--- config.mk ---
export PLATFORM = sky130hd
export DESIGN_NAME = sec_eyescan_ctrl
export DESIGN_NICKNAME = d
export VERILOG_FILES = /design/src/logic/sec_pkg.sv /design/src/logic/sec_eyescan_ctrl.sv
export VERILOG_INCLUDE_DIRS = /design/src /design/src/logic
export SDC_FILE = /design/constraint.sdc
export NUM_CORES = 2
export LEC_CHECK = 0
export BUFFER_PORTS_ARGS = -buffer_cell sky130_fd_sc_hd__buf_2
export CAP_MARGIN = 20
export CORE_MARGIN = 5
export CORE_UTILIZATION = 40
export CTS_CLUSTER_SIZE = 25
export DETAILED_ROUTE_END_ITERATION = 8
export GPL_TIMING_DRIVEN = 1
export PLACE_DENSITY = 0.7
export SETUP_SLACK_MARGIN = 0.15
export SKIP_CTS_REPAIR_TIMING = 1
export SLEW_MARGIN = 20
export SYNTH_ARGS = -nofsm -noshare
export SYNTH_HDL_FRONTEND = slang
export SYNTH_SLANG_ARGS = --single-unit
--- constraint.sdc ---
create_clock -name clk_i -period 12.42 [get_ports clk_i]
set_input_delay 0.621 -clock clk_i [delete_from_list [all_inputs] [get_ports clk_i]]
set_output_delay 0.621 -clock clk_i [all_outputs]
set_load 0.005 [all_outputs]
--- src/logic/sec_regs.svh ---
// Summary of operation
// zero override set uses programmed zero code, else code from line rate.
// zero codes 1F..00 select 365,275,195,140,105,75,55,50 MHz.
// automatic zero code: rate 0/1 gives 1F, rate 2 gives 1B, rate 3 08.
// sixteen lane setting registers from 0x1D0, lane 0 lowest address.
// two-bit boost per lane selects 0, 2, 4 or 6 dB.
// level override makes per-lane level 0..16 set equalizer strength.
// lane status level is the bit count of the lane thermometer level.
// lane status shows read-only over and under analysis flags.
// software configures scan, then writing run bit 1 starts the scan.
// host changes scan control only while run bit is zero.
// scan length 0..3 analyzes 127, 1032, 8191 or 65535 samples.
// scan mode for all lanes; 0 off, 1..3 compare all, zeros, ones.
// mode 4 counts samples where the scan sampler reads one.
// modes 8, 9, 10 move offset to average, lowest, highest zero level.
// modes 12, 13, 14 move offset to average, highest, lowest one level.
// zero-only or one-only modes skip samples and so take longer.
// manual level applies only in equalizer mode 1; else full adaptation.
// reserved bits stored without effect; status always shows live state.
`ifndef SEC_REGS_SVH
`define SEC_REGS_SVH
// register indices; byte address is four times the index
`define SEC_IDX_EQ_CTRL 10'h1c2
`define SEC_IDX_ZERO 10'h1c3
`define SEC_IDX_LANE_SET 10'h1d0
`define SEC_IDX_LANE_STS 10'h1e0
`define SEC_IDX_RUN 10'h1f0
`define SEC_IDX_SCAN_CTRL 10'h1f1
`define SEC_IDX_PHASE 10'h1f2
`define SEC_IDX_CNT_LO 10'h200
`define SEC_IDX_CNT_HI 10'h201
`define SEC_IDX_FOUND 10'h202
`define SEC_IDX_LANE_SEL 10'h203
`define SEC_IDX_IRQ_STS 10'h204
`define SEC_IDX_IRQ_MASK 10'h205
`define SEC_IDX_RATE 10'h206
// reset values
`define SEC_RST_LANE_SET 8'h08
`define SEC_RST_ZERO 8'h00
`define SEC_RST_BYTE 8'h00
// field positions
`define SEC_EQ_MODE_LSB 0
`define SEC_EQ_HOLD_BIT 2
`define SEC_EQ_ZOVR_BIT 3
`define SEC_EQ_LOVR_BIT 4
`define SEC_BOOST_LSB 5
`define SEC_LEN_LSB 4
`define SEC_OVER_BIT 6
`define SEC_UNDER_BIT 5
// zero codes
`define SEC_Z365 5'h1f
`define SEC_Z275 5'h1e
`define SEC_Z195 5'h1d
`define SEC_Z140 5'h1b
`define SEC_Z105 5'h19
`define SEC_Z75 5'h10
`define SEC_Z55 5'h08
`define SEC_Z50 5'h00
// sample counts and maximum strength level
`define SEC_LEN0 16'h007f
`define SEC_LEN1 16'h0408
`define SEC_LEN2 16'h1fff
`define SEC_LEN3 16'hffff
`define SEC_MAX_LEVEL 5'h10
`endif

--- src/logic/sec_pkg.sv ---
package sec_pkg;
  typedef enum logic [1:0] {
    SEC_IDLE,
    SEC_RUN,
    SEC_DONE
  } sec_scan_state_t;
  typedef enum logic [3:0] {
    SEC_ES_OFF = 4'h0,
    SEC_ES_CMP = 4'h1,
    SEC_ES_CMP0 = 4'h2,
    SEC_ES_CMP1 = 4'h3,
    SEC_ES_ONES = 4'h4,
    SEC_ES_AVG0 = 4'h8,
    SEC_ES_LOW0 = 4'h9,
    SEC_ES_HIGH0 = 4'ha,
    SEC_ES_AVG1 = 4'hc,
    SEC_ES_HIGH1 = 4'hd,
    SEC_ES_LOW1 = 4'he
  } sec_scan_mode_t;
endpackage : sec_pkg

--- src/logic/sec_eyescan_ctrl.sv ---
// Local design decision: register access over Wishbone.
`timescale 1ns/1ps
`default_nettype none
`include "sec_regs.svh"
module sec_eyescan_ctrl #(
  parameter int LANES = 16,
  parameter int TW = 16,
  parameter int VW = 6
) (
  // clock and reset
  input wire logic clk_i,
  input wire logic rst_i,
  // wishbone slave
  input wire logic cyc_i,
  input wire logic stb_i,
  input wire logic we_i,
  input wire logic [11:0] adr_i,
  input wire logic [3:0] sel_i,
  input wire logic [31:0] dat_i,
  output logic [31:0] dat_o,
  output logic ack_o,
  // lane equalizer status inputs
  input wire logic [LANES*TW-1:0] therm_level_i,
  input wire logic [LANES-1:0] analysis_over_flag_i,
  input wire logic [LANES-1:0] analysis_under_flag_i,
  // lane sampler inputs
  input wire logic [LANES-1:0] sample_valid_i,
  input wire logic [LANES-1:0] normal_bit_i,
  input wire logic [LANES-1:0] scan_bit_i,
  input wire logic [LANES*VW-1:0] sample_volt_i,
  // equalizer controls
  output logic [1:0] equalizer_mode_select_o,
  output logic eq_hold_o,
  output logic [4:0] zero_code_o,
  output logic [8:0] zero_mhz_o,
  output logic [LANES*2-1:0] gain_boost_select_o,
  output logic [LANES-1:0] manual_level_o,
  output logic [LANES*5-1:0] manual_strength_level_o,
  // eye-scan controls
  output logic scan_active_o,
  output logic [3:0] scan_mode_select_o,
  output logic [6:0] scan_phase_offset_o,
  // interrupt
  output logic irq_o
);

  function automatic logic [4:0] auto_zero(input logic [1:0] rate);
    case (rate)
      2'd2: auto_zero = `SEC_Z140;
      2'd3: auto_zero = `SEC_Z55;
      default: auto_zero = `SEC_Z365;
    endcase
  endfunction : auto_zero

  function automatic logic [8:0] zero_mhz(input logic [4:0] code);
    case (code)
      `SEC_Z365: zero_mhz = 9'd365;
      `SEC_Z275: zero_mhz = 9'd275;
      `SEC_Z195: zero_mhz = 9'd195;
      `SEC_Z140: zero_mhz = 9'd140;
      `SEC_Z105: zero_mhz = 9'd105;
      `SEC_Z75: zero_mhz = 9'd75;
      `SEC_Z55: zero_mhz = 9'd55;
      `SEC_Z50: zero_mhz = 9'd50;
      default: zero_mhz = 9'd0;
    endcase
  endfunction : zero_mhz

  function automatic logic [15:0] scan_len(input logic [1:0] len);
    case (len)
      2'd0: scan_len = `SEC_LEN0;
      2'd1: scan_len = `SEC_LEN1;
      2'd2: scan_len = `SEC_LEN2;
      default: scan_len = `SEC_LEN3;
    endcase
  endfunction : scan_len

  function automatic logic [4:0] popcount(input logic [TW-1:0] t);
    logic [4:0] c;
    c = 5'd0;
    for (int i = 0; i < TW; i++) begin
      c = c + {4'd0, t[i]};
    end
    popcount = c;
  endfunction : popcount

  // bus decode
  logic ack_q;
  logic [31:0] dat_q;
  logic [9:0] idx;
  logic req;
  logic wr;
  logic [7:0] wbyte;
  assign idx = adr_i[11:2];
  assign req = cyc_i & stb_i & ~ack_q;
  assign wr = req & we_i & sel_i[0];
  assign wbyte = dat_i[7:0];
  assign ack_o = ack_q;
  assign dat_o = dat_q;

  logic wr_eq;
  logic wr_zero;
  logic wr_run;
  logic wr_ctrl;
  logic wr_phase;
  logic wr_sel;
  logic wr_ists;
  logic wr_mask;
  logic wr_rate;
  logic lane_hit;
  logic sts_hit;
  logic [3:0] lane_idx;
  assign wr_eq = wr & (idx == `SEC_IDX_EQ_CTRL);
  assign wr_zero = wr & (idx == `SEC_IDX_ZERO);
  assign wr_run = wr & (idx == `SEC_IDX_RUN);
  assign wr_ctrl = wr & (idx == `SEC_IDX_SCAN_CTRL);
  assign wr_phase = wr & (idx == `SEC_IDX_PHASE);
  assign wr_sel = wr & (idx == `SEC_IDX_LANE_SEL);
  assign wr_ists = wr & (idx == `SEC_IDX_IRQ_STS);
  assign wr_mask = wr & (idx == `SEC_IDX_IRQ_MASK);
  assign wr_rate = wr & (idx == `SEC_IDX_RATE);
  assign lane_hit = (idx[9:4] == `SEC_IDX_LANE_SET >> 4);
  assign sts_hit = (idx[9:4] == `SEC_IDX_LANE_STS >> 4);
  assign lane_idx = idx[3:0];

  // control registers; reserved bits kept but unused
  logic [7:0] eq_ctrl_q;
  logic [7:0] zero_q;
  logic [7:0] run_q;
  logic [7:0] ctrl_q;
  logic [7:0] phase_q;
  logic [7:0] lsel_q;
  logic [7:0] mask_q;
  logic [7:0] rate_q;
  logic [7:0] lane_set_q [LANES];
  always_ff @(posedge clk_i) begin
    if (rst_i) begin
      eq_ctrl_q <= `SEC_RST_BYTE;
      zero_q <= `SEC_RST_ZERO;
      run_q <= `SEC_RST_BYTE;
      ctrl_q <= `SEC_RST_BYTE;
      phase_q <= `SEC_RST_BYTE;
      lsel_q <= `SEC_RST_BYTE;
      mask_q <= `SEC_RST_BYTE;
      rate_q <= `SEC_RST_BYTE;
    end else begin
      if (wr_eq) eq_ctrl_q <= wbyte;
      if (wr_zero) zero_q <= wbyte;
      if (wr_run) run_q <= wbyte;
      if (wr_ctrl) ctrl_q <= wbyte;
      if (wr_phase) phase_q <= wbyte;
      if (wr_sel) lsel_q <= wbyte;
      if (wr_mask) mask_q <= wbyte;
      if (wr_rate) rate_q <= wbyte;
    end
  end

  // equalizer outputs
  logic [1:0] eq_mode;
  logic lvl_ovr;
  assign eq_mode = eq_ctrl_q[`SEC_EQ_MODE_LSB +: 2];
  assign lvl_ovr = eq_ctrl_q[`SEC_EQ_LOVR_BIT] & (eq_mode == 2'd1);
  assign equalizer_mode_select_o = eq_mode;
  // hold only freezes a fully adaptive loop
  assign eq_hold_o = eq_ctrl_q[`SEC_EQ_HOLD_BIT] & (eq_mode == 2'd1)
                     & ~eq_ctrl_q[`SEC_EQ_LOVR_BIT];
  assign zero_code_o = eq_ctrl_q[`SEC_EQ_ZOVR_BIT] ? zero_q[4:0]
                       : auto_zero(rate_q[1:0]);
  assign zero_mhz_o = zero_mhz(zero_code_o);
  assign scan_mode_select_o = ctrl_q[3:0];
  assign scan_phase_offset_o = phase_q[6:0];

  // eye-scan sequencing
  sec_pkg::sec_scan_state_t st_q;
  sec_pkg::sec_scan_state_t st_d;
  logic start;
  logic all_done;
  logic [LANES-1:0] lane_done;
  logic [15:0] len;
  logic [3:0] mode;
  assign start = wr_run & wbyte[0] & ~run_q[0];
  assign all_done = &lane_done;
  assign len = scan_len(ctrl_q[`SEC_LEN_LSB +: 2]);
  assign mode = ctrl_q[3:0];
  assign scan_active_o = (st_q == sec_pkg::SEC_RUN);

  always_comb begin
    st_d = st_q;
    case (st_q)
      sec_pkg::SEC_IDLE: begin
        if (start) st_d = sec_pkg::SEC_RUN;
      end
      sec_pkg::SEC_RUN: begin
        if (wr_run & ~wbyte[0]) st_d = sec_pkg::SEC_IDLE;
        else if (all_done) st_d = sec_pkg::SEC_DONE;
      end
      sec_pkg::SEC_DONE: begin
        if (wr_run & ~wbyte[0]) st_d = sec_pkg::SEC_IDLE;
      end
      default: st_d = sec_pkg::SEC_IDLE;
    endcase
  end

  always_ff @(posedge clk_i) begin
    if (rst_i) st_q <= sec_pkg::SEC_IDLE;
    else st_q <= st_d;
  end

  // mode classes
  logic use_all;
  logic use_zero;
  logic use_one;
  logic err_cmp;
  logic err_ones;
  assign use_all = (mode == sec_pkg::SEC_ES_CMP)
                   | (mode == sec_pkg::SEC_ES_ONES);
  assign use_zero = (mode == sec_pkg::SEC_ES_CMP0)
                    | (mode == sec_pkg::SEC_ES_AVG0)
                    | (mode == sec_pkg::SEC_ES_LOW0)
                    | (mode == sec_pkg::SEC_ES_HIGH0);
  assign use_one = (mode == sec_pkg::SEC_ES_CMP1)
                   | (mode == sec_pkg::SEC_ES_AVG1)
                   | (mode == sec_pkg::SEC_ES_HIGH1)
                   | (mode == sec_pkg::SEC_ES_LOW1);
  assign err_cmp = (mode == sec_pkg::SEC_ES_CMP)
                   | (mode == sec_pkg::SEC_ES_CMP0)
                   | (mode == sec_pkg::SEC_ES_CMP1);
  assign err_ones = (mode == sec_pkg::SEC_ES_ONES);

  // per-lane engines
  logic [15:0] ecount [LANES];
  logic [VW-1:0] found [LANES];
  logic [7:0] lane_sts [LANES];
  genvar g;
  generate
    for (g = 0; g < LANES; g++) begin : g_lane
      logic [15:0] ana_q;
      logic [15:0] err_q;
      logic signed [VW-1:0] off_q;
      logic seen_q;
      logic nb;
      logic qual;
      logic hit;
      logic signed [VW-1:0] v;
      logic signed [VW:0] diff;
      logic signed [VW-1:0] avg;
      logic signed [VW-1:0] nxt;
      assign nb = normal_bit_i[g];
      assign v = sample_volt_i[g*VW +: VW];
      assign lane_done[g] = (ana_q == len);
      // skipped samples make the single-level modes slower
      assign qual = scan_active_o & sample_valid_i[g] & ~lane_done[g]
                    & (use_all | (use_zero & ~nb) | (use_one & nb));
      assign hit = (err_cmp & (nb != scan_bit_i[g]))
                   | (err_ones & scan_bit_i[g]);
      assign diff = {v[VW-1], v} - {off_q[VW-1], off_q};
      // running average: cheap, no divider, settles over a few samples
      assign avg = off_q + VW'(diff >>> 3);
      always_comb begin
        nxt = off_q;
        case (mode)
          sec_pkg::SEC_ES_AVG0, sec_pkg::SEC_ES_AVG1: nxt = avg;
          sec_pkg::SEC_ES_LOW0, sec_pkg::SEC_ES_LOW1: begin
            if (v < off_q) nxt = v;
          end
          sec_pkg::SEC_ES_HIGH0, sec_pkg::SEC_ES_HIGH1: begin
            if (v > off_q) nxt = v;
          end
          default: nxt = off_q;
        endcase
      end
      always_ff @(posedge clk_i) begin
        if (rst_i) begin
          ana_q <= 16'h0000;
          err_q <= 16'h0000;
          off_q <= '0;
          seen_q <= 1'b0;
        end else if (start) begin
          ana_q <= 16'h0000;
          err_q <= 16'h0000;
          off_q <= '0;
          seen_q <= 1'b0;
        end else if (qual) begin
          ana_q <= ana_q + 16'h0001;
          if (hit) err_q <= err_q + 16'h0001;
          seen_q <= 1'b1;
          off_q <= seen_q ? nxt : v;
        end
      end
      assign ecount[g] = err_q;
      assign found[g] = off_q;
      // live status, never latched
      assign lane_sts[g] = {1'b0, analysis_over_flag_i[g],
                            analysis_under_flag_i[g],
                            popcount(therm_level_i[g*TW +: TW])};
      assign gain_boost_select_o[g*2 +: 2] =
        lane_set_q[g][`SEC_BOOST_LSB +: 2];
      // level codes above 16 are clamped to the strongest setting
      assign manual_strength_level_o[g*5 +: 5] =
        (lane_set_q[g][4:0] > `SEC_MAX_LEVEL) ? `SEC_MAX_LEVEL
        : lane_set_q[g][4:0];
      assign manual_level_o[g] = lvl_ovr;
      always_ff @(posedge clk_i) begin
        if (rst_i) lane_set_q[g] <= `SEC_RST_LANE_SET;
        else if (wr & lane_hit & (lane_idx == 4'(g)))
          lane_set_q[g] <= wbyte;
      end
    end
  endgenerate

  // interrupt events: done, any over rise, any under rise
  logic [LANES-1:0] over_q;
  logic [LANES-1:0] under_q;
  logic done_q;
  logic [2:0] ev;
  logic [7:0] ists_q;
  logic [7:0] ists_d;
  assign ev = {|(analysis_under_flag_i & ~under_q),
               |(analysis_over_flag_i & ~over_q),
               all_done & scan_active_o & ~done_q};
  // a new event wins over a clear in the same cycle
  assign ists_d = (ists_q & ~(wr_ists ? wbyte : 8'h00)) | {5'd0, ev};
  assign irq_o = |(ists_q & mask_q);
  always_ff @(posedge clk_i) begin
    if (rst_i) begin
      over_q <= '0;
      under_q <= '0;
      done_q <= 1'b0;
      ists_q <= `SEC_RST_BYTE;
    end else begin
      over_q <= analysis_over_flag_i;
      under_q <= analysis_under_flag_i;
      done_q <= all_done & scan_active_o;
      ists_q <= ists_d;
    end
  end

  // read mux
  logic [3:0] ls;
  logic [7:0] rd;
  assign ls = lsel_q[3:0];
  always_comb begin
    rd = 8'h00;
    if (lane_hit) rd = lane_set_q[lane_idx];
    else if (sts_hit) rd = lane_sts[lane_idx];
    else begin
      case (idx)
        `SEC_IDX_EQ_CTRL: rd = eq_ctrl_q;
        `SEC_IDX_ZERO: rd = zero_q;
        `SEC_IDX_RUN: rd = run_q;
        `SEC_IDX_SCAN_CTRL: rd = ctrl_q;
        `SEC_IDX_PHASE: rd = phase_q;
        `SEC_IDX_CNT_LO: rd = ecount[ls][7:0];
        `SEC_IDX_CNT_HI: rd = ecount[ls][15:8];
        `SEC_IDX_FOUND: rd = {{(8-VW){1'b0}}, found[ls]};
        `SEC_IDX_LANE_SEL: rd = lsel_q;
        `SEC_IDX_IRQ_STS: rd = ists_q;
        `SEC_IDX_IRQ_MASK: rd = mask_q;
        `SEC_IDX_RATE: rd = rate_q;
        default: rd = 8'h00;
      endcase
    end
  end

  always_ff @(posedge clk_i) begin
    if (rst_i) begin
      ack_q <= 1'b0;
      dat_q <= 32'h0000_0000;
    end else begin
      ack_q <= req;
      dat_q <= req ? {24'h00_0000, rd} : 32'h0000_0000;
    end
  end

endmodule : sec_eyescan_ctrl
`default_nettype wire

Yosys cells after proc, flatten, opt, wreduce, memory -nomap -nowiden
Memory sizes are Yosys's and may differ from the RTL's.
Cells that the tools add are included.
W data, S select, Z words.
Storage, ports and cells
  flip-flop bits (word level): 764
  memory bits (writable): 128
  bits in read-only memories: 288
  bits of input ports: 485
  output and inout bits: 191
  word-level logic and storage cells: 1048
  memories: 2
Memory list
  (name not given): words 32, bits a word 9, rd ports 1, clocked after Yosys merged registers in 0, write ports 0, line sec_eyescan_ctrl.sv:56  | case (code)
  lane_set_q: words 16, bits a word 8, rd ports 17, clocked after Yosys merged registers in 0, write ports 16, line sec_eyescan_ctrl.sv:135  | logic [7:0] lane_set_q [LANES];
Cells by class
  $add $sub $neg: 304
  order comparisons: 50
  equality and inequality tests: 129
  mux-type cells: 167
  bitwise operators: 271
  reduce and logical (&&, ||, !) cells: 45
Operator list (count)
  $add A5 B1 Y5: 176
  $add A16 B1 Y16 const B: 32
  $mux W6: 50
  $pmux W6 S3: 16
  $eq A16 B16 Y1: 16
  $mux W8: 21
  $and A1 B1 Y1: 150
  $sub A6 B6 Y7: 16
  $add A6 B4 Y6: 16
  $gt A6 B6 Y1: 16
  $lt A6 B6 Y1: 16
  $ne A3 B3 Y1 const B: 32
  $pmux W8 S12: 1
  $mux W5: 17
  $add A4 B1 Y5: 16
  $gt A5 B5 Y1 const B: 16
  $or A1 B1 Y1: 73
  $eq A10 B10 Y1 const B: 7
  $add A3 B1 Y4: 16
  $bmux W16 S4: 1
  $ne A4 B1 Y1 const B: 16
  $reduce_and A4 Y1: 16
  $eq A4 B4 Y1 const B: 14
  $eq A10 B9 Y1 const B: 5
  other kinds (35): 211

Longest topological paths before layout
  depth after elaboration: 20
  depth in mapped cells: 16
  mapped depth without buffers: 16

Least setup slack after synthesis
OpenSTA, ideal clock, no wires.
  path type: input-to-reg
  start point: input port therm_level_i[224]
  end point: register dat_q[3], in the netlist dat_o[3]
  library setup time: 70 ps
  arrival: 4266 ps
  data required time: 12350 ps
  slack: 8084 ps
  stages: 14
  path buffers: 0
  path through: inv_1 > fa_1 > fa_1 > fa_1 > fa_1 > inv_1 > ha_1 > a21o_1 > a21oi_1 > xor2_1 > mux4_2 > a211oi_1 > o21ai_0 > a21oi_1
Between the ends
  longest elaborated chain between the ends: 20
RTL lines
  start: declaration: line sec_eyescan_ctrl.sv:23  | input wire logic [LANES*TW-1:0] therm_level_i,
  $add A1 B1 Y2: line sec_eyescan_ctrl.sv:82  | c = c + {4'd0, t[i]};
  $add A2 B1 Y3: line sec_eyescan_ctrl.sv:82
  $add A3 B1 Y4: line sec_eyescan_ctrl.sv:82
  $add A4 B1 Y5: line sec_eyescan_ctrl.sv:82
  $add A5 B1 Y5 (11 in a row): line sec_eyescan_ctrl.sv:82
  $bmux W8 S4: line sec_eyescan_ctrl.sv:345  | else if (sts_hit) rd = lane_sts[lane_idx];
  $mux W8 (not written as such) (2 in a row): line sec_eyescan_ctrl.sv:345
  $mux W8: line sec_eyescan_ctrl.sv:345
  $mux W8: line sec_eyescan_ctrl.sv:344  | if (lane_hit) rd = lane_set_q[lane_idx];
  end signal: assignment: line sec_eyescan_ctrl.sv:371  | dat_q <= req ? {24'h00_0000, rd} : 32'h0000_0000;
  end: declaration: line sec_eyescan_ctrl.sv:89  | logic [31:0] dat_q;
No other way between the ends. The select of a mux whose other input is x is not followed.
A chain may end at the register's enable or synchronous reset.

Worst setup path in the final report
  start point: register ctrl_q[5]
  end point: register st_q[1]
Between the ends
  longest elaborated chain between the ends: 6
  elaborated cells on any way between the ends: 23
  those cells by class: 19 x eq/ne; 1 x mux; 3 x reduce/logical
RTL lines
  start: declaration: line sec_eyescan_ctrl.sv:130  | logic [7:0] ctrl_q;
  start signal: assignment: line sec_eyescan_ctrl.sv:141  | ctrl_q <= `SEC_RST_BYTE;
  start signal: assignment: line sec_eyescan_ctrl.sv:150  | if (wr_ctrl) ctrl_q <= wbyte;
  $eq A2 B2 Y1, or another cell as far along: line sec_eyescan_ctrl.sv:70  | case (len)
  $pmux W16 S3 (*): line sec_eyescan_ctrl.sv:70
  $eq A16 B16 Y1: line sec_eyescan_ctrl.sv:250  | assign lane_done[g] = (ana_q == len);
  $reduce_and A16 Y1 (*): line sec_eyescan_ctrl.sv:182  | assign all_done = &lane_done;
  $ne A3 B1 Y1 (no source line) (*)
  $reduce_and A3 Y1 (no source line) (*)
  end signal: assignment: line sec_eyescan_ctrl.sv:205  | if (rst_i) st_q <= sec_pkg::SEC_IDLE;
  end signal: assignment: line sec_eyescan_ctrl.sv:206  | else st_q <= st_d;
  end: declaration: line sec_eyescan_ctrl.sv:174  | sec_pkg::sec_scan_state_t st_q;
Mark *: on every way between the ends. The rest lies on a longest branch, timed or not.

==> impl_table.tex <==
\begin{tabular}{lr}
\hline
Metric & Value \\
\hline
\multicolumn{2}{l}{\textbf{Timing}} \\
Clk\_skew & 0.0385 ns \\
Achievable clock frequency & 208 MHz \\
Fin crit share & 0.387 \\
Tightest slew margin relative to the limit & 0.166 \\
Number of failing setup endpoints in the final timing report & 0 \\
Pin slew with the least headroom to its limit & roughly 1.2 ns \\
Number of hold-slack violations in the final timing report & 0 \\
Final worst path period need & $\sim$4.8 ns \\
Final TNS setup & 0 ns \\
Setup repair after global routing missed its margin & false \\
Final number of max-transition violations & 0 \\
\multicolumn{2}{l}{\textbf{Setup path}} \\
Critical setup path kind & register to register \\
Launching instance or port of the critical path & ctrl\_q[5] \\
Series of cell instances along the critical path & buf\_4, and2\_1, buf\_4, a21oi\_1, a2111oi\_0, nand4bb\_1, nor4\_1, nand4\_1, a21oi\_1 \\
Worst Setup End Kind & register \\
CP Launch Type & register \\
Worst path arrival time & about 5.4 ns \\
Reg-to-Reg Start & ctrl\_q[5] \\
Biggest cell delay along the critical path & between 0.8 and 0.9 ns \\
Critical-path top delay cell & sky130\_fd\_sc\_hd\_\_dfxtp\_2 \\
CP Data Required Time & 13.05 ns \\
Biggest fanout along the worst timing path & 58 \\
\multicolumn{2}{l}{\textbf{Route}} \\
Average wire per standard cell & $\sim$21 microns \\
DR vias & roughly 53000 \\
Routed Wire Length & slightly below 200000 microns \\
DR iter-0 viols & 4496 \\
Final ANT Viol Nets & 0 \\
Post-detailed-route via-to-cell ratio & between 5 and 6 \\
First-pass detailed-route iteration total & 7 \\
Remaining DRCs & 0 \\
\multicolumn{2}{l}{\textbf{CTS}} \\
Max Root-Sink Buffers & 3 \\
Clock sink total & around 870 \\
Clock latency reported for the late side of the worst-skew pair & slightly above 0.7 ns \\
Clock tree from TritonCTS & done \\
Number of clock buffers inserted by TritonCTS & 97 \\
Clock transition at the registers of the reported paths & around 0.06 ns \\
CTS H-tree depth & 3 \\
Clock root buffer master & sky130\_fd\_sc\_hd\_\_clkbuf\_16 \\
\multicolumn{2}{l}{\textbf{Floorplan}} \\
Vert. Die Dim & a little under 400 microns \\
Starting utilization of the core area & 0.403 \\
Width of the die & 396 microns \\
Placeable core area & 148000 sq um \\
Floorplan die area & between 150000 and 200000 sq um \\
Number of top-level pins & approximately 680 \\
Number of placement rows & $\sim$140 \\
\multicolumn{2}{l}{\textbf{Logic synthesis}} \\
EDFF count, synth & 128 \\
Yosys warns & 0 \\
Main flop type after synthesis & sky130\_fd\_sc\_hd\_\_dfxtp\_1 \\
Synthesis-stage register bit count & roughly 870 \\
Synthesized instance count & slightly below 7000 \\
Avg Cell Area, Syn & a little under 9 sq um \\
Seq/Total Area, Yosys & 0.312 \\
Share of synthesized registers carrying an async set or reset & 0 \\
Distinct cells, synth & between 100 and 150 \\
Post-Synthesis Cell Area & between 50000 and 60000 sq um \\
\multicolumn{2}{l}{\textbf{Power and ir drop}} \\
Overall power after layout & between 7000 and 8000 uW \\
P\_leak & between 0.02 and 0.03 uW \\
Worst voltage drop across the vdd grid & 122 uV \\
Power density relative to cell area & around 110 nW/um\^{}2 \\
\multicolumn{2}{l}{\textbf{Global routing}} \\
Vias in the first global route & about 50000 \\
All-layer global routing usage & 0.240 \\
Total congestion overflow after global routing & 0 \\
Largest net degree at the start of global routing & around 200 \\
Antenna violations before repair & 30 \\
Wire length of the first global-routing pass & between 200000 and 300000 microns \\
\multicolumn{2}{l}{\textbf{Run status}} \\
Run status & finished, final reports clean \\
\multicolumn{2}{l}{\textbf{Worst hold path}} \\
Worst min-delay path startpoint & analysis\_under\_flag\_i[15] \\
Hold/Removal Path Class & primary input to register \\
\multicolumn{2}{l}{\textbf{Final layout}} \\
Most common cell after layout, fill and taps aside & sky130\_fd\_sc\_hd\_\_dfxtp\_1 \\
Total Nets Final & 8229 \\
Highest-count cells in the layout ignoring fill and taps & sky130\_fd\_sc\_hd\_\_dfxtp\_1 (731), sky130\_fd\_sc\_hd\_\_nor2\_1 (719), sky130\_fd\_sc\_hd\_\_inv\_1 (639), sky130\_fd\_sc\_hd\_\_buf\_2 (620), sky130\_fd\_sc\_hd\_\_nand2\_1 (519) \\
Fraction of layout cells with a size suffix above 1 & 0.149 \\
Area Overhead vs Synth & 13.0\% \\
Number of cells in the finished layout apart from fillers & between 9000 and 10000 \\
\multicolumn{2}{l}{\textbf{Placed design}} \\
RD Place Congestion & $\sim$1.0 \\
Detailed Place HPWL & $\sim$150000 microns \\
Post-placement cell count & $\sim$9000 \\
Count of buffers from port buffering & $\sim$620 \\
\multicolumn{2}{l}{\textbf{Job}} \\
Max-cap violation count & 0 \\
\hline
\end{tabular}
cells by family (layout without fill, tap and decap cells):
group	Yosys count	in the layout	share of synthesized area
AND/OR/NAND/NOR	2657	2657	0.224
AO/OA/AOI/OAI	1056	1056	0.122
buffers and inverters	1051	1520	0.0732
flip-flops	868	868	0.312
XOR/XNOR	492	492	0.0721
adder cells (fa/ha/maj)	484	484	0.123
multiplexers	241	241	0.0732
other	1	42	0.0000628
synth_stat cells (29+ instances only):
cell                       instances  area (sq um)
sky130_fd_sc_hd__a21o_1           58           435
sky130_fd_sc_hd__xor2_1          237          2080
sky130_fd_sc_hd__o21ai_0         134           671
sky130_fd_sc_hd__a211oi_1         59           443
sky130_fd_sc_hd__clkbuf_1        232           871
sky130_fd_sc_hd__o21a_1           73           548
sky130_fd_sc_hd__nand4_1         178          1110
sky130_fd_sc_hd__nand2_1         519          1950
sky130_fd_sc_hd__buf_4            93           698
sky130_fd_sc_hd__buf_2            58           290
sky130_fd_sc_hd__nand3_1         279          1400
sky130_fd_sc_hd__nand2b_1         56           350
sky130_fd_sc_hd__edfxtp_1        128          3840
sky130_fd_sc_hd__a31oi_1          29           181
sky130_fd_sc_hd__o211ai_1         41           308
sky130_fd_sc_hd__mux4_2          156          3510
sky130_fd_sc_hd__nor2b_1         159           995
sky130_fd_sc_hd__nor2_1          720          2700
sky130_fd_sc_hd__inv_1           639          2400
sky130_fd_sc_hd__dfxtp_1         740         14800
sky130_fd_sc_hd__and2_1          142           888
sky130_fd_sc_hd__ha_1            308          3850
sky130_fd_sc_hd__a21oi_1         286          1430
sky130_fd_sc_hd__fa_1            176          3520
sky130_fd_sc_hd__nor3_1          160           801
sky130_fd_sc_hd__or4_1            42           315
sky130_fd_sc_hd__and4_1           31           272
sky130_fd_sc_hd__a22oi_1          42           315
sky130_fd_sc_hd__a311oi_1         51           447
sky130_fd_sc_hd__nor4_1           80           500
sky130_fd_sc_hd__xnor2_1         255          2230
sky130_fd_sc_hd__or3_1            89           557
sky130_fd_sc_hd__mux2i_1          80           801
sky130_fd_sc_hd__and3_1          118           738
where the power goes:
part	internal [uW]	leakage, uW	total (uW)	switching (uW)
logic	723	0.0181	1590	862
registers	2870	0.00723	2890	18.2
clock network	1710	0.00162	3000	1300
final cells by class:
class                   instances  area, sq um
fillers                     14200        80700
clock buffers                 131         2730
well taps                    1930         2410
clock inverters                50          612
multi-input cells            4954        36900
repair buffers                700         3730
flip-flops and latches        868        18700
diodes                         18         45.0
inverters                     639         2400
worst max-delay path: cells and delay by family, from the launching register on:
| kind | cells | cell delay (ns) |
|---|---|---|
| buf+inv | 2 | 0.98 |
| compound gates | 3 | 0.82 |
| simple gates | 4 | 2.03 |
| flops | 1 | 0.82 |
final timing paths:
path                 end  slack [ns]  cells past startpoint
max              st_q[1]        7.61                      9
min          under_q[15]        0.17                      2
max reg2reg      st_q[1]        7.61                      9
min reg2reg    ists_q[0]        0.41                      1
routing by layer:
| layer | global-route usage | up-vias | routed length [microns] |
|---|---|---|---|
| met5 | 0 | - | 102 |
| met4 | 0.109 | 14 | 10300 |
| met3 | 0.0419 | 404 | 14400 |
| met2 | 0.404 | 1929 | 93600 |
| met1 | 0.301 | 25400 | 79400 |
| li1 | - | 24700 | - |
sequential cells by signal (all words and copies together) (netlist names), 16 cells and up:
| register | cells |
|---|---|
| g_lane.ana_q | 256 |
| g_lane.err_q | 256 |
| over_q | 16 |
| g_lane.off_q | 96 |
| g_lane.seen_q | 16 |
| lane_set_q | 128 |
| under_q | 16 |
stage by stage:
stage	hold WS, ns	area (sq um)	utilization	worst slack (ns)
floorplan	0.388	59800	-	8.08
global placement	0.393	64100	0.432	7.06
detailed placement	0.405	64100	0.433	7.03
CTS	0.110	67400	0.455	7.64
global route	0.124	67500	0.455	7.42
finish	0.172	67500	0.455	7.61
(Power assumes the default switching activity.)
